## src/common/eeprom_front_pkg.sv

```systemverilog
// Constants and carrier types for the two-wire EEPROM slave front end
`default_nettype none
package eeprom_front_pkg;
    // Memory-class type code; value arbitrary, top bit kept set
    localparam logic [3:0]  TYPE_CODE      = 4'h9;
    localparam int          ADDR_BITS      = 14;
    localparam int          HI_USED_BITS   = 6;
    localparam int          DIR_BIT        = 0;
    localparam int          UNIT_LSB       = 1;
    localparam int          TYPE_LSB       = 4;
    localparam logic [3:0]  ACK_SLOT       = 4'h8;
    localparam logic [3:0]  BITS_PER_BYTE  = 4'h8;
    localparam int          CLK_PERIOD_NS  = 4;
    localparam int          WR_TIME_MS     = 6;
    localparam int          WR_CYCLES      = WR_TIME_MS * 1000000 / CLK_PERIOD_NS;

    typedef enum logic [2:0] {
        ST_IDLE,
        ST_SLAVE,
        ST_ADDR_HI,
        ST_ADDR_LO,
        ST_WDATA,
        ST_RDATA
    } phase_type;

    typedef struct packed {
        logic [ADDR_BITS-1:0] addr;
        logic [7:0]           data;
        logic                 valid;
    } wr_req_type;

    typedef struct packed {
        logic o;
        logic oe;
    } od_pin_type;
endpackage
`default_nettype wire

```

## src/hdl/pin_sync.sv

```systemverilog
// Two-flop synchroniser for a group of pin inputs
`default_nettype none
module pin_sync #(
    parameter int W = 1
) (
    // Clock and reset
    input  wire logic         i_sys_clk,
    input  wire logic         i_nrst,
    // Data
    input  wire logic [W-1:0] i_async,
    output logic      [W-1:0] o_sync
);
    logic [W-1:0] meta_r;

    // Reset level 1 matches the idle released bus
    always_ff @(posedge i_sys_clk or negedge i_nrst) begin
        if (!i_nrst) begin
            meta_r <= '1;
            o_sync <= '1;
        end else begin
            meta_r <= i_async;
            o_sync <= meta_r;
        end
    end
endmodule
`default_nettype wire

```

## src/hdl/eeprom_front.sv

```systemverilog
// Two-wire serial EEPROM bus slave front end
//
// What this block does
// - Slave address: type, unit select, direction.
// - Match type field against memory class code.
// - Unit select must equal the three straps.
// - Direction bit one reads, zero writes.
// - Receiver pulls data low on ninth clock.
// - Acknowledge each received byte unless ending.
// - First address byte is upper eight bits.
// - Second address byte is lower eight bits.
// - Use low six high bits, all low.
// - Data pin only pulled low or released.
// - Master clocks everything; device is slave.
// - Data changes only while clock low.
// - Falling data, clock high, is start.
// - Rising data, clock high, is stop.
// - Write protect: no data acknowledge, no write.
// - Write protect defaults low when unconnected.
// - Busy after write: released, no acknowledge.
`default_nettype none
module eeprom_front #(
    parameter int WR_CYCLES = eeprom_front_pkg::WR_CYCLES
) (
    // Clock and reset
    input  wire logic                                  i_sys_clk,
    input  wire logic                                  i_nrst,
    // Bus pins
    input  wire logic                                  i_scl,
    input  wire logic                                  i_sda,
    output logic                                       o_sda_o,
    output logic                                       o_sda_oe,
    // Straps and protection
    input  wire logic                                  i_unit_select_strap_hi,
    input  wire logic                                  i_unit_select_strap_mid,
    input  wire logic                                  i_unit_select_strap_lo,
    input  wire logic                                  i_write_protect,
    // Memory side
    input  wire logic [7:0]                            i_rd_data,
    output logic      [eeprom_front_pkg::ADDR_BITS-1:0] o_addr,
    output logic      [7:0]                            o_wr_data,
    output logic                                       o_wr_strobe,
    output logic                                       o_busy,
    output logic                                       o_selected
);
    ////////////////////////////////////////////////////////////////////////////
    // Synchronised pins
    logic [5:0] sync_in;
    logic [5:0] sync_out;
    logic       scl_s;
    logic       sda_s;
    logic       wp_s;
    logic       scl_d_r;
    logic       sda_d_r;

    // Pull-down: a floating protect pin is modelled low by the pad
    // Straps are pins too, so they pass the same two flops
    assign sync_in = {i_scl, i_sda, i_write_protect, i_unit_select_strap_hi,
                      i_unit_select_strap_mid, i_unit_select_strap_lo};

    pin_sync #(.W(6)) u_sync (
        .i_sys_clk (i_sys_clk),
        .i_nrst    (i_nrst),
        .i_async   (sync_in),
        .o_sync    (sync_out)
    );

    assign scl_s = sync_out[5];
    assign sda_s = sync_out[4];
    assign wp_s  = sync_out[3];

    always_ff @(posedge i_sys_clk or negedge i_nrst) begin
        if (!i_nrst) begin
            scl_d_r <= 1'b1;
            sda_d_r <= 1'b1;
        end else begin
            scl_d_r <= scl_s;
            sda_d_r <= sda_s;
        end
    end

    ////////////////////////////////////////////////////////////////////////////
    // Edge and condition decode
    wire scl_rise = scl_s & ~scl_d_r;
    wire scl_fall = ~scl_s & scl_d_r;
    wire start_det = scl_s & scl_d_r & sda_d_r & ~sda_s;
    wire stop_det  = scl_s & scl_d_r & ~sda_d_r & sda_s;

    ////////////////////////////////////////////////////////////////////////////
    // State
    eeprom_front_pkg::phase_type          phase_r;
    eeprom_front_pkg::phase_type          phase_nxt;
    logic [3:0]                           bit_cnt_r;
    logic [7:0]                           shift_r;
    logic                                 ack_r;
    logic                                 tx_r;
    logic                                 mack_r;
    logic [eeprom_front_pkg::ADDR_BITS-1:0] addr_r;
    logic [7:0]                           hi_r;
    eeprom_front_pkg::wr_req_type         wr_r;
    logic                                 pend_r;
    logic [31:0]                          busy_cnt_r;

    wire busy = busy_cnt_r != 32'h0;

    // Address decode of a full received slave byte
    wire [7:0] rx_byte = shift_r;
    wire [2:0] straps  = sync_out[2:0];
    wire type_ok = rx_byte[7:eeprom_front_pkg::TYPE_LSB]
                   == eeprom_front_pkg::TYPE_CODE;
    wire unit_ok = rx_byte[eeprom_front_pkg::TYPE_LSB-1:eeprom_front_pkg::UNIT_LSB]
                   == straps;
    wire is_read = rx_byte[eeprom_front_pkg::DIR_BIT];
    wire addr_match = type_ok & unit_ok & ~busy;

    wire byte_done = scl_fall & (bit_cnt_r == eeprom_front_pkg::BITS_PER_BYTE);
    wire slot_done = scl_fall & (bit_cnt_r == eeprom_front_pkg::ACK_SLOT + 4'h1);
    wire rx_phase  = (phase_r == eeprom_front_pkg::ST_SLAVE)
                   | (phase_r == eeprom_front_pkg::ST_ADDR_HI)
                   | (phase_r == eeprom_front_pkg::ST_ADDR_LO)
                   | (phase_r == eeprom_front_pkg::ST_WDATA);

    // Acknowledge decision per phase
    logic ack_want;
    always_comb begin
        ack_want = 1'b0;
        unique case (phase_r)
            eeprom_front_pkg::ST_SLAVE:   ack_want = addr_match;
            eeprom_front_pkg::ST_ADDR_HI: ack_want = 1'b1;
            eeprom_front_pkg::ST_ADDR_LO: ack_want = 1'b1;
            eeprom_front_pkg::ST_WDATA:   ack_want = ~wp_s;
            eeprom_front_pkg::ST_IDLE:    ack_want = 1'b0;
            eeprom_front_pkg::ST_RDATA:   ack_want = 1'b0;
        endcase
    end

    // Phase after the acknowledge slot
    always_comb begin
        phase_nxt = phase_r;
        unique case (phase_r)
            eeprom_front_pkg::ST_SLAVE:
                phase_nxt = addr_match ? (is_read ? eeprom_front_pkg::ST_RDATA
                                                  : eeprom_front_pkg::ST_ADDR_HI)
                                       : eeprom_front_pkg::ST_IDLE;
            eeprom_front_pkg::ST_ADDR_HI: phase_nxt = eeprom_front_pkg::ST_ADDR_LO;
            eeprom_front_pkg::ST_ADDR_LO: phase_nxt = eeprom_front_pkg::ST_WDATA;
            eeprom_front_pkg::ST_WDATA:
                phase_nxt = wp_s ? eeprom_front_pkg::ST_IDLE : eeprom_front_pkg::ST_WDATA;
            eeprom_front_pkg::ST_RDATA:
                phase_nxt = mack_r ? eeprom_front_pkg::ST_RDATA : eeprom_front_pkg::ST_IDLE;
            eeprom_front_pkg::ST_IDLE:    phase_nxt = eeprom_front_pkg::ST_IDLE;
        endcase
    end

    ////////////////////////////////////////////////////////////////////////////
    // Sequencer on the sampled serial clock
    always_ff @(posedge i_sys_clk or negedge i_nrst) begin
        if (!i_nrst) begin
            phase_r   <= eeprom_front_pkg::ST_IDLE;
            bit_cnt_r <= 4'h0;
            shift_r   <= 8'h00;
            ack_r     <= 1'b0;
            tx_r      <= 1'b0;
            mack_r    <= 1'b0;
        end else if (start_det) begin
            phase_r   <= busy ? eeprom_front_pkg::ST_IDLE
                              : eeprom_front_pkg::ST_SLAVE;
            bit_cnt_r <= 4'h0;
            ack_r     <= 1'b0;
            tx_r      <= 1'b0;
        end else if (stop_det) begin
            phase_r   <= eeprom_front_pkg::ST_IDLE;
            ack_r     <= 1'b0;
            tx_r      <= 1'b0;
        end else if (phase_r != eeprom_front_pkg::ST_IDLE) begin
            // A read byte must not move on the rise, or the pin changes in clock high
            if (scl_rise && rx_phase && bit_cnt_r < eeprom_front_pkg::BITS_PER_BYTE) begin
                shift_r <= {shift_r[6:0], sda_s};
            end
            if (scl_rise && bit_cnt_r == eeprom_front_pkg::ACK_SLOT) begin
                mack_r <= ~sda_s;
            end
            // Counting rises keeps the start's own clock fall out of the byte
            if (scl_rise && bit_cnt_r <= eeprom_front_pkg::ACK_SLOT) begin
                bit_cnt_r <= bit_cnt_r + 4'h1;
            end else if (slot_done) begin
                bit_cnt_r <= 4'h0;
            end
            if (byte_done && rx_phase) begin
                ack_r <= ack_want;
            end
            if (slot_done) begin
                ack_r   <= 1'b0;
                phase_r <= phase_nxt;
                tx_r    <= (phase_nxt == eeprom_front_pkg::ST_RDATA);
                shift_r <= i_rd_data;
            end else if (byte_done && phase_r == eeprom_front_pkg::ST_RDATA) begin
                tx_r <= 1'b0;
            end else if (scl_fall && tx_r) begin
                shift_r <= {shift_r[6:0], 1'b0};
            end
        end
    end

    ////////////////////////////////////////////////////////////////////////////
    // Address, write capture and busy timer
    always_ff @(posedge i_sys_clk or negedge i_nrst) begin
        if (!i_nrst) begin
            addr_r     <= '0;
            hi_r       <= 8'h00;
            wr_r       <= '0;
            pend_r     <= 1'b0;
            busy_cnt_r <= 32'h0;
        end else begin
            wr_r.valid <= 1'b0;
            if (busy_cnt_r != 32'h0) begin
                busy_cnt_r <= busy_cnt_r - 32'h1;
            end
            if (start_det) begin
                pend_r <= 1'b0;
            end
            if (byte_done && phase_r == eeprom_front_pkg::ST_ADDR_HI) begin
                hi_r <= rx_byte;
            end
            if (byte_done && phase_r == eeprom_front_pkg::ST_ADDR_LO) begin
                addr_r <= {hi_r[eeprom_front_pkg::HI_USED_BITS-1:0], rx_byte};
            end
            if (byte_done && phase_r == eeprom_front_pkg::ST_WDATA && !wp_s) begin
                wr_r.addr  <= addr_r;
                wr_r.data  <= rx_byte;
                pend_r     <= 1'b1;
            end
            // Step during the master's acknowledge so slot end loads the next byte
            if (byte_done && phase_r == eeprom_front_pkg::ST_RDATA) begin
                addr_r <= addr_r + 14'h0001;
            end
            if (stop_det && pend_r) begin
                wr_r.valid <= 1'b1;
                pend_r     <= 1'b0;
                busy_cnt_r <= 32'(WR_CYCLES);
            end
        end
    end

    ////////////////////////////////////////////////////////////////////////////
    // Open-drain pin: only ever pulls low
    wire drive_low = ack_r | (tx_r & ~shift_r[7]);
    assign o_sda_o     = 1'b0;
    assign o_sda_oe    = drive_low & ~busy;
    assign o_addr      = wr_r.valid ? wr_r.addr : addr_r;
    assign o_wr_data   = wr_r.data;
    assign o_wr_strobe = wr_r.valid;
    assign o_busy      = busy;
    assign o_selected  = phase_r != eeprom_front_pkg::ST_IDLE;
endmodule
`default_nettype wire

```

## config.mk

```make
export PLATFORM = sky130hd
export DESIGN_NAME = eeprom_front
export DESIGN_NICKNAME = d
export VERILOG_FILES = /design/src/common/eeprom_front_pkg.sv /design/src/hdl/pin_sync.sv /design/src/hdl/eeprom_front.sv
export SDC_FILE = /design/constraint.sdc
export NUM_CORES = 1
export LEC_CHECK = 0
export BUFFER_PORTS_ARGS = -buffer_cell sky130_fd_sc_hd__buf_2
export CORE_UTILIZATION = 30
export DETAILED_ROUTE_END_ITERATION = 10
export GPL_TIMING_DRIVEN = 1
export PLACE_DENSITY = 0.56
export SLEW_MARGIN = 25
export SYNTH_ARGS = -nofsm -noshare
export SYNTH_HDL_FRONTEND = slang
export SYNTH_HIERARCHICAL = 1
export SYNTH_SLANG_ARGS = --single-unit
```

## constraint.sdc

```tcl
create_clock -name i_sys_clk -period 2.8 [get_ports i_sys_clk]
set_input_delay 0.14 -clock i_sys_clk [delete_from_list [all_inputs] [get_ports i_sys_clk]]
set_output_delay 0.14 -clock i_sys_clk [all_outputs]
set_load 0.05 [all_outputs]
```

* Yosys cells after proc, flatten, opt, wreduce, memory -nomap -nowiden
Index checks and enable logic that the tools add are counted.
Storage, ports and cells: word-level logic and storage cells 131, bits of input ports 16, output and inout port bits 27, bits in registers 108
Operators by class: add/sub/neg operators 3, equal/unequal tests 11, order comparisons 2, reductions and logical operators 33, bitwise logic cells 26, multiplexer cells 39
Operators with widths (count):
- $mux W32 | 2
- $mux W14 | 3
- $mux W8 | 4
- $reduce_bool A32 Y1 | 1
- $sub A32 B1 Y32 const B | 1
- $mux W3 | 8
- $mux W4 | 5
- $pmux W3 S6 | 1
- $mux W1 | 15
- $reduce_bool A3 Y1 | 5
- $add A14 B1 Y14 const B | 1
- $and A1 B1 Y1 | 13
- $eq A4 B4 Y1 const B | 3
- $logic_and A1 B1 Y1 | 12
- $eq A3 B3 Y1 const B | 3
- $not A1 Y1 | 9
- $reduce_bool A4 Y1 | 2
- $eq A3 B2 Y1 const B | 2
- $reduce_and A2 Y1 | 3
- $reduce_and A3 Y1 | 2
- $reduce_bool A2 Y1 | 3
- $add A4 B1 Y4 const B | 1
- $le A4 B4 Y1 const B | 1
- $lt A4 B4 Y1 const B | 1
- 9 further kinds | 13

* Depth between registers and ports, before layout
word-level depth 10, mapped depth 8, mapped depth without buffers 8

* Cells and area by module
The synthesis kept the hierarchy.
Modules (own cells, without submodules):
- eeprom_front | area an instance 5173.7 um^2, cells each 510, seq. area each 2404.8 um^2, times used 1
- pin_sync | area an instance 315.3 um^2, cells each 12, seq. area each 315.3 um^2, times used 1

* Least setup slack after synthesis
OpenSTA, ideal clock, no wires.
path type register to output, start point register busy_cnt_r[6], end point output o_sda_oe, cell stages (with the launch flop) 7, data required time 2.660 ns, slack 0.058 ns, arrival 2.602 ns, path buffers 1, cells stage by stage dfrtp_1 -> or4_4 -> buf_6 -> or2_1 -> nor3_4 -> inv_2 -> nor2_1
On the way: word-level cells in the longest chain between the ends 3
RTL lines:
- from (decl) | RTL line eeprom_front.sv:102 | logic [31:0] busy_cnt_r;
- from (signal assigned) | RTL line eeprom_front.sv:217 | busy_cnt_r <= busy_cnt_r - 32'h1;
- from (signal assigned) | RTL line eeprom_front.sv:240 | busy_cnt_r <= 32'(WR_CYCLES);
- $reduce_bool A32 Y1 | RTL line eeprom_front.sv:104 | wire busy = busy_cnt_r != 32'h0;
- via o_busy | RTL line eeprom_front.sv:43 | output logic o_busy,
- $not A1 Y1 | RTL line eeprom_front.sv:249 | assign o_sda_oe = drive_low & ~busy;
- $and A1 B1 Y1 | RTL line eeprom_front.sv:249
- to (decl) | RTL line eeprom_front.sv:32 | output logic o_sda_oe,
The timed path passes the listed nets, and every way through them passes these cells.

* Worst setup path after layout
start point register busy_cnt_r[6], end point output o_sda_oe
On the way: word-level cells in the longest chain between the ends 3
RTL lines (RTL line):
- $reduce_bool A32 Y1 | eeprom_front.sv:104
- $not A1 Y1 | eeprom_front.sv:249
- $and A1 B1 Y1 | eeprom_front.sv:249
No other way between the ends.

==> summary.txt <==
Global routing
  • First-pass GRT wire length: 20.49 mm
  • Number of global-route vias before repair: 3975
  • Largest net degree at the start of global routing: 57
  • Total GRT Usage: 0.1399
  • Grt total ovfl: 0
  • Initial antenna violation count: 0

Clocking
  • Setup bufs post-CTS: 0
  • Htree depth: 3
  • Clock Sinks: 108
  • Clock transition at the registers of the reported paths: 0.07 ns
  • Number of CTS-inserted buffers: 9
  • Max clock buf depth: 2
  • Clock Latency Late Sink: 0.36 ns
  • TritonCTS clock tree: built
  • CTS root buf: clkbuf_16

Yosys
  • Ys flop type: dfrtp_1
  • Synth warn: 6
  • Distinct cell type count after synthesis: 69
  • Avg Synthesized Cell Area: 10.52 sq um
  • Mapped Area: 5489 sq um
  • Post-synth EDFFs: 0
  • Ranking of synthesized cells by instance count: 94 x dfrtp_1, 41 x mux2_2, 38 x nor2_1
  • FF+latch count, synth: 108
  • Area share of the largest cell type after synthesis: 0.4285
  • Ys async rst share: 1.000
  • Top cells by area, synth: dfrtp_1 43%, mux2_2 8.4%, dfstp_2 6.7%, nor2_1 2.6%, nand2_1 2.5%
  • Register area share after synthesis: 0.4956
  • Mapped Nets: 544
  • Synth area leader: dfrtp_1
  • Cells after Synth: 522
  • Top-count cell post-synth: dfrtp_1

Die
  • # IOs: 43
  • Core area: 17960 sq um
  • DIE WIDTH: 137.3 um
  • Initial Util: 0.3056
  • Full die area: 18840 sq um
  • Die Y-Extent: 137.3 um
  • Row cnt: 49

Timing
  • Final setup vio count: 0
  • Endpoints failing hold: 0
  • Fin Clk Skew: 0.007552 ns
  • Setup TNS: 0 ns
  • Max Slew Vio Count: 0
  • WHS: 0.007260 ns
  • RSZ-0062 raised after global routing: false
  • Relative slew slack: 0.5403
  • Clock period minus worst slack: 2.535 ns
  • Worst Max-Slew Pin Slew: 0.6895 ns
  • Peak Freq: 0.3945 GHz
  • Final Cycle Share: 0.9053

Drt
  • DRC viols: 0
  • Post-Route WL: 12.30 mm
  • Via count: 4123
  • Initial DRC count: 265
  • DR vias/cell: 5.193
  • Post-DRT Antenna Nets: 0
  • Detailed Routing Iterations Pass 1: 5
  • DR WL/cell: 15.49 um

Place
  • Port Buf Inserts: 41
  • Final Wtd Congestion: 0.8174
  • Placed instance count: 771
  • Hpwl dp: 8.601 mm

Worst hold path
  • HP Start: i_rd_data[0]
  • Worst Hold Class: in2reg
  • Hold-critical path depth: 3
  • WHS Endpoint: rx_byte[0]

Setup path
  • FF-to-FF path depth: 7
  • Critical path peak fanout: 10
  • Worst path arrival time: 2.39 ns
  • Reg-to-reg startpoint: busy_cnt_r[0]
  • CP startpoint kind: flip-flop
  • Critical path type: reg2out
  • Setup crit end kind: output port
  • Reg2reg end: busy_cnt_r[14]
  • Internal reg-to-reg setup slack: 0.35 ns
  • CP required: 2.66 ns

Cells and area
  • Area grow syn2layout: 15.02%
  • Nets@finish: 582
  • Diode count: 0
  • Final Non-Filler Cells: 794
  • Share of layout cells above drive strength 1: 0.2442

Power
  • Leak: 2.894 nW
  • VDD IR max: 0.3167 mV
  • Power per cell area: 787.8 nW/um^2

Run status
  • Outcome: finished clean

Job
  • # Max-Cap Violations: 0
per-stage QoR:
step	setup slack, ns	power [mW]	instance area [sq um]	utilization
floorplan	0.05809	3.197	5489	-
global placement	0.4699	3.564	5921	0.3296
detailed placement	0.3319	3.606	5921	0.3296
CTS	0.1984	5.013	6307	0.3511
global route	0.1080	5.327	6314	0.3515
finish	0.2652	4.974	6314	0.3515
cell type report:
cell class              instances  area [sq um]
flip-flops and latches        108          2720
clock inverters                 6         87.58
clock buffers                  10         229.0
well taps                     229         286.5
fillers                      1790         11650
repair buffers                 61         387.9
inverters                      12         45.04
multi-input cells             368          2557
worst max-delay path, cell delays in order (launching register included):
cell and delay (ns):
dfrtp_1 0.40, or4_4 0.62, or2_1 0.31, nor3_4 0.22
inv_2 0.11, nor2_1 0.11, buf_2 0.26
repair_timing:
action | in CTS | in global routing
setup endpoints to repair | 0 | 1
hold endpoints to repair | 52 | 0
resized for setup | 0 | 1
hold buffers | 7 | 0
logic make-up after synthesis:
family          synth area share
simple gates              0.1999
xor+xnor                 0.02713
compound gates            0.1183
fa+ha+maj                0.01368
flops                     0.4956
buf+inv                  0.04057
mux                       0.1042
other cells            0.0006832
report_power, final:
part | switching, mW | internal [mW]
combinational | 0.753 | 0.548
sequential | 0.427 | 1.87
clock | 0.589 | 0.786
worst max-delay path by stage:
stage	from	endpoint	slack (ns)	cells past startpoint
2_1_floorplan	busy_cnt_r[6]	o_sda_oe	0.06	6
3_3_place_gp	busy_cnt_r[0]	busy_cnt_r[14]	0.47	7
3_5_place_dp	busy_cnt_r[0]	busy_cnt_r[14]	0.33	7
4_1_cts	busy_cnt_r[0]	o_sda_oe	0.20	9
5_1_grt	busy_cnt_r[0]	o_sda_oe	0.11	9
6_report	busy_cnt_r[6]	o_sda_oe	0.27	6
layout by cell type (no fill, tap or decap), types with 7 or more instances in the layout:
master and count:
dfrtp_1 94, mux2_2 41, buf_2 40, nor2_1 38, nand2_1 36, o21ai_0 21
a21oi_1 20, nor3_1 18, nand3_1 17, nand4_1 16, dfstp_2 14, buf_4 13
inv_1 11, mux2i_1 11, or3_1 10, xor2_1 10, or4_1 10, a211oi_1 9
clkbuf_16 9, o21ai_1 7, and3_1 7, o211ai_1 7, xnor2_1 7, dlygate4sd3_1 7
routing by layer:
layer / vias up / wire (um) / part of all wire / global-route usage
met2: 87 / 5580 / 0.45 / 0.2088
met1: 2022 / 5920 / 0.48 / 0.1933
met4: 0 / 254 / 0.021 / 0.06410
met5: - / 0 / 0 / 0
met3: 14 / 548 / 0.045 / 0.02943
li1: 2000 / - / - / -
flip-flops by register name, summed over array words and instances (netlist names):
register       count
ack_r              1
addr_r            14
bit_cnt_r          4
busy_cnt_r        32
hi_r               6
mack_r             1
o_wr_data          8
o_wr_strobe        1
pend_r             1
phase_r            3
rx_byte            8
scl_d_r            1
sda_d_r            1
tx_r               1
u_sync/meta_r      6
u_sync/o_sync      6
wr_r              14
(Power assumes the default switching activity.)
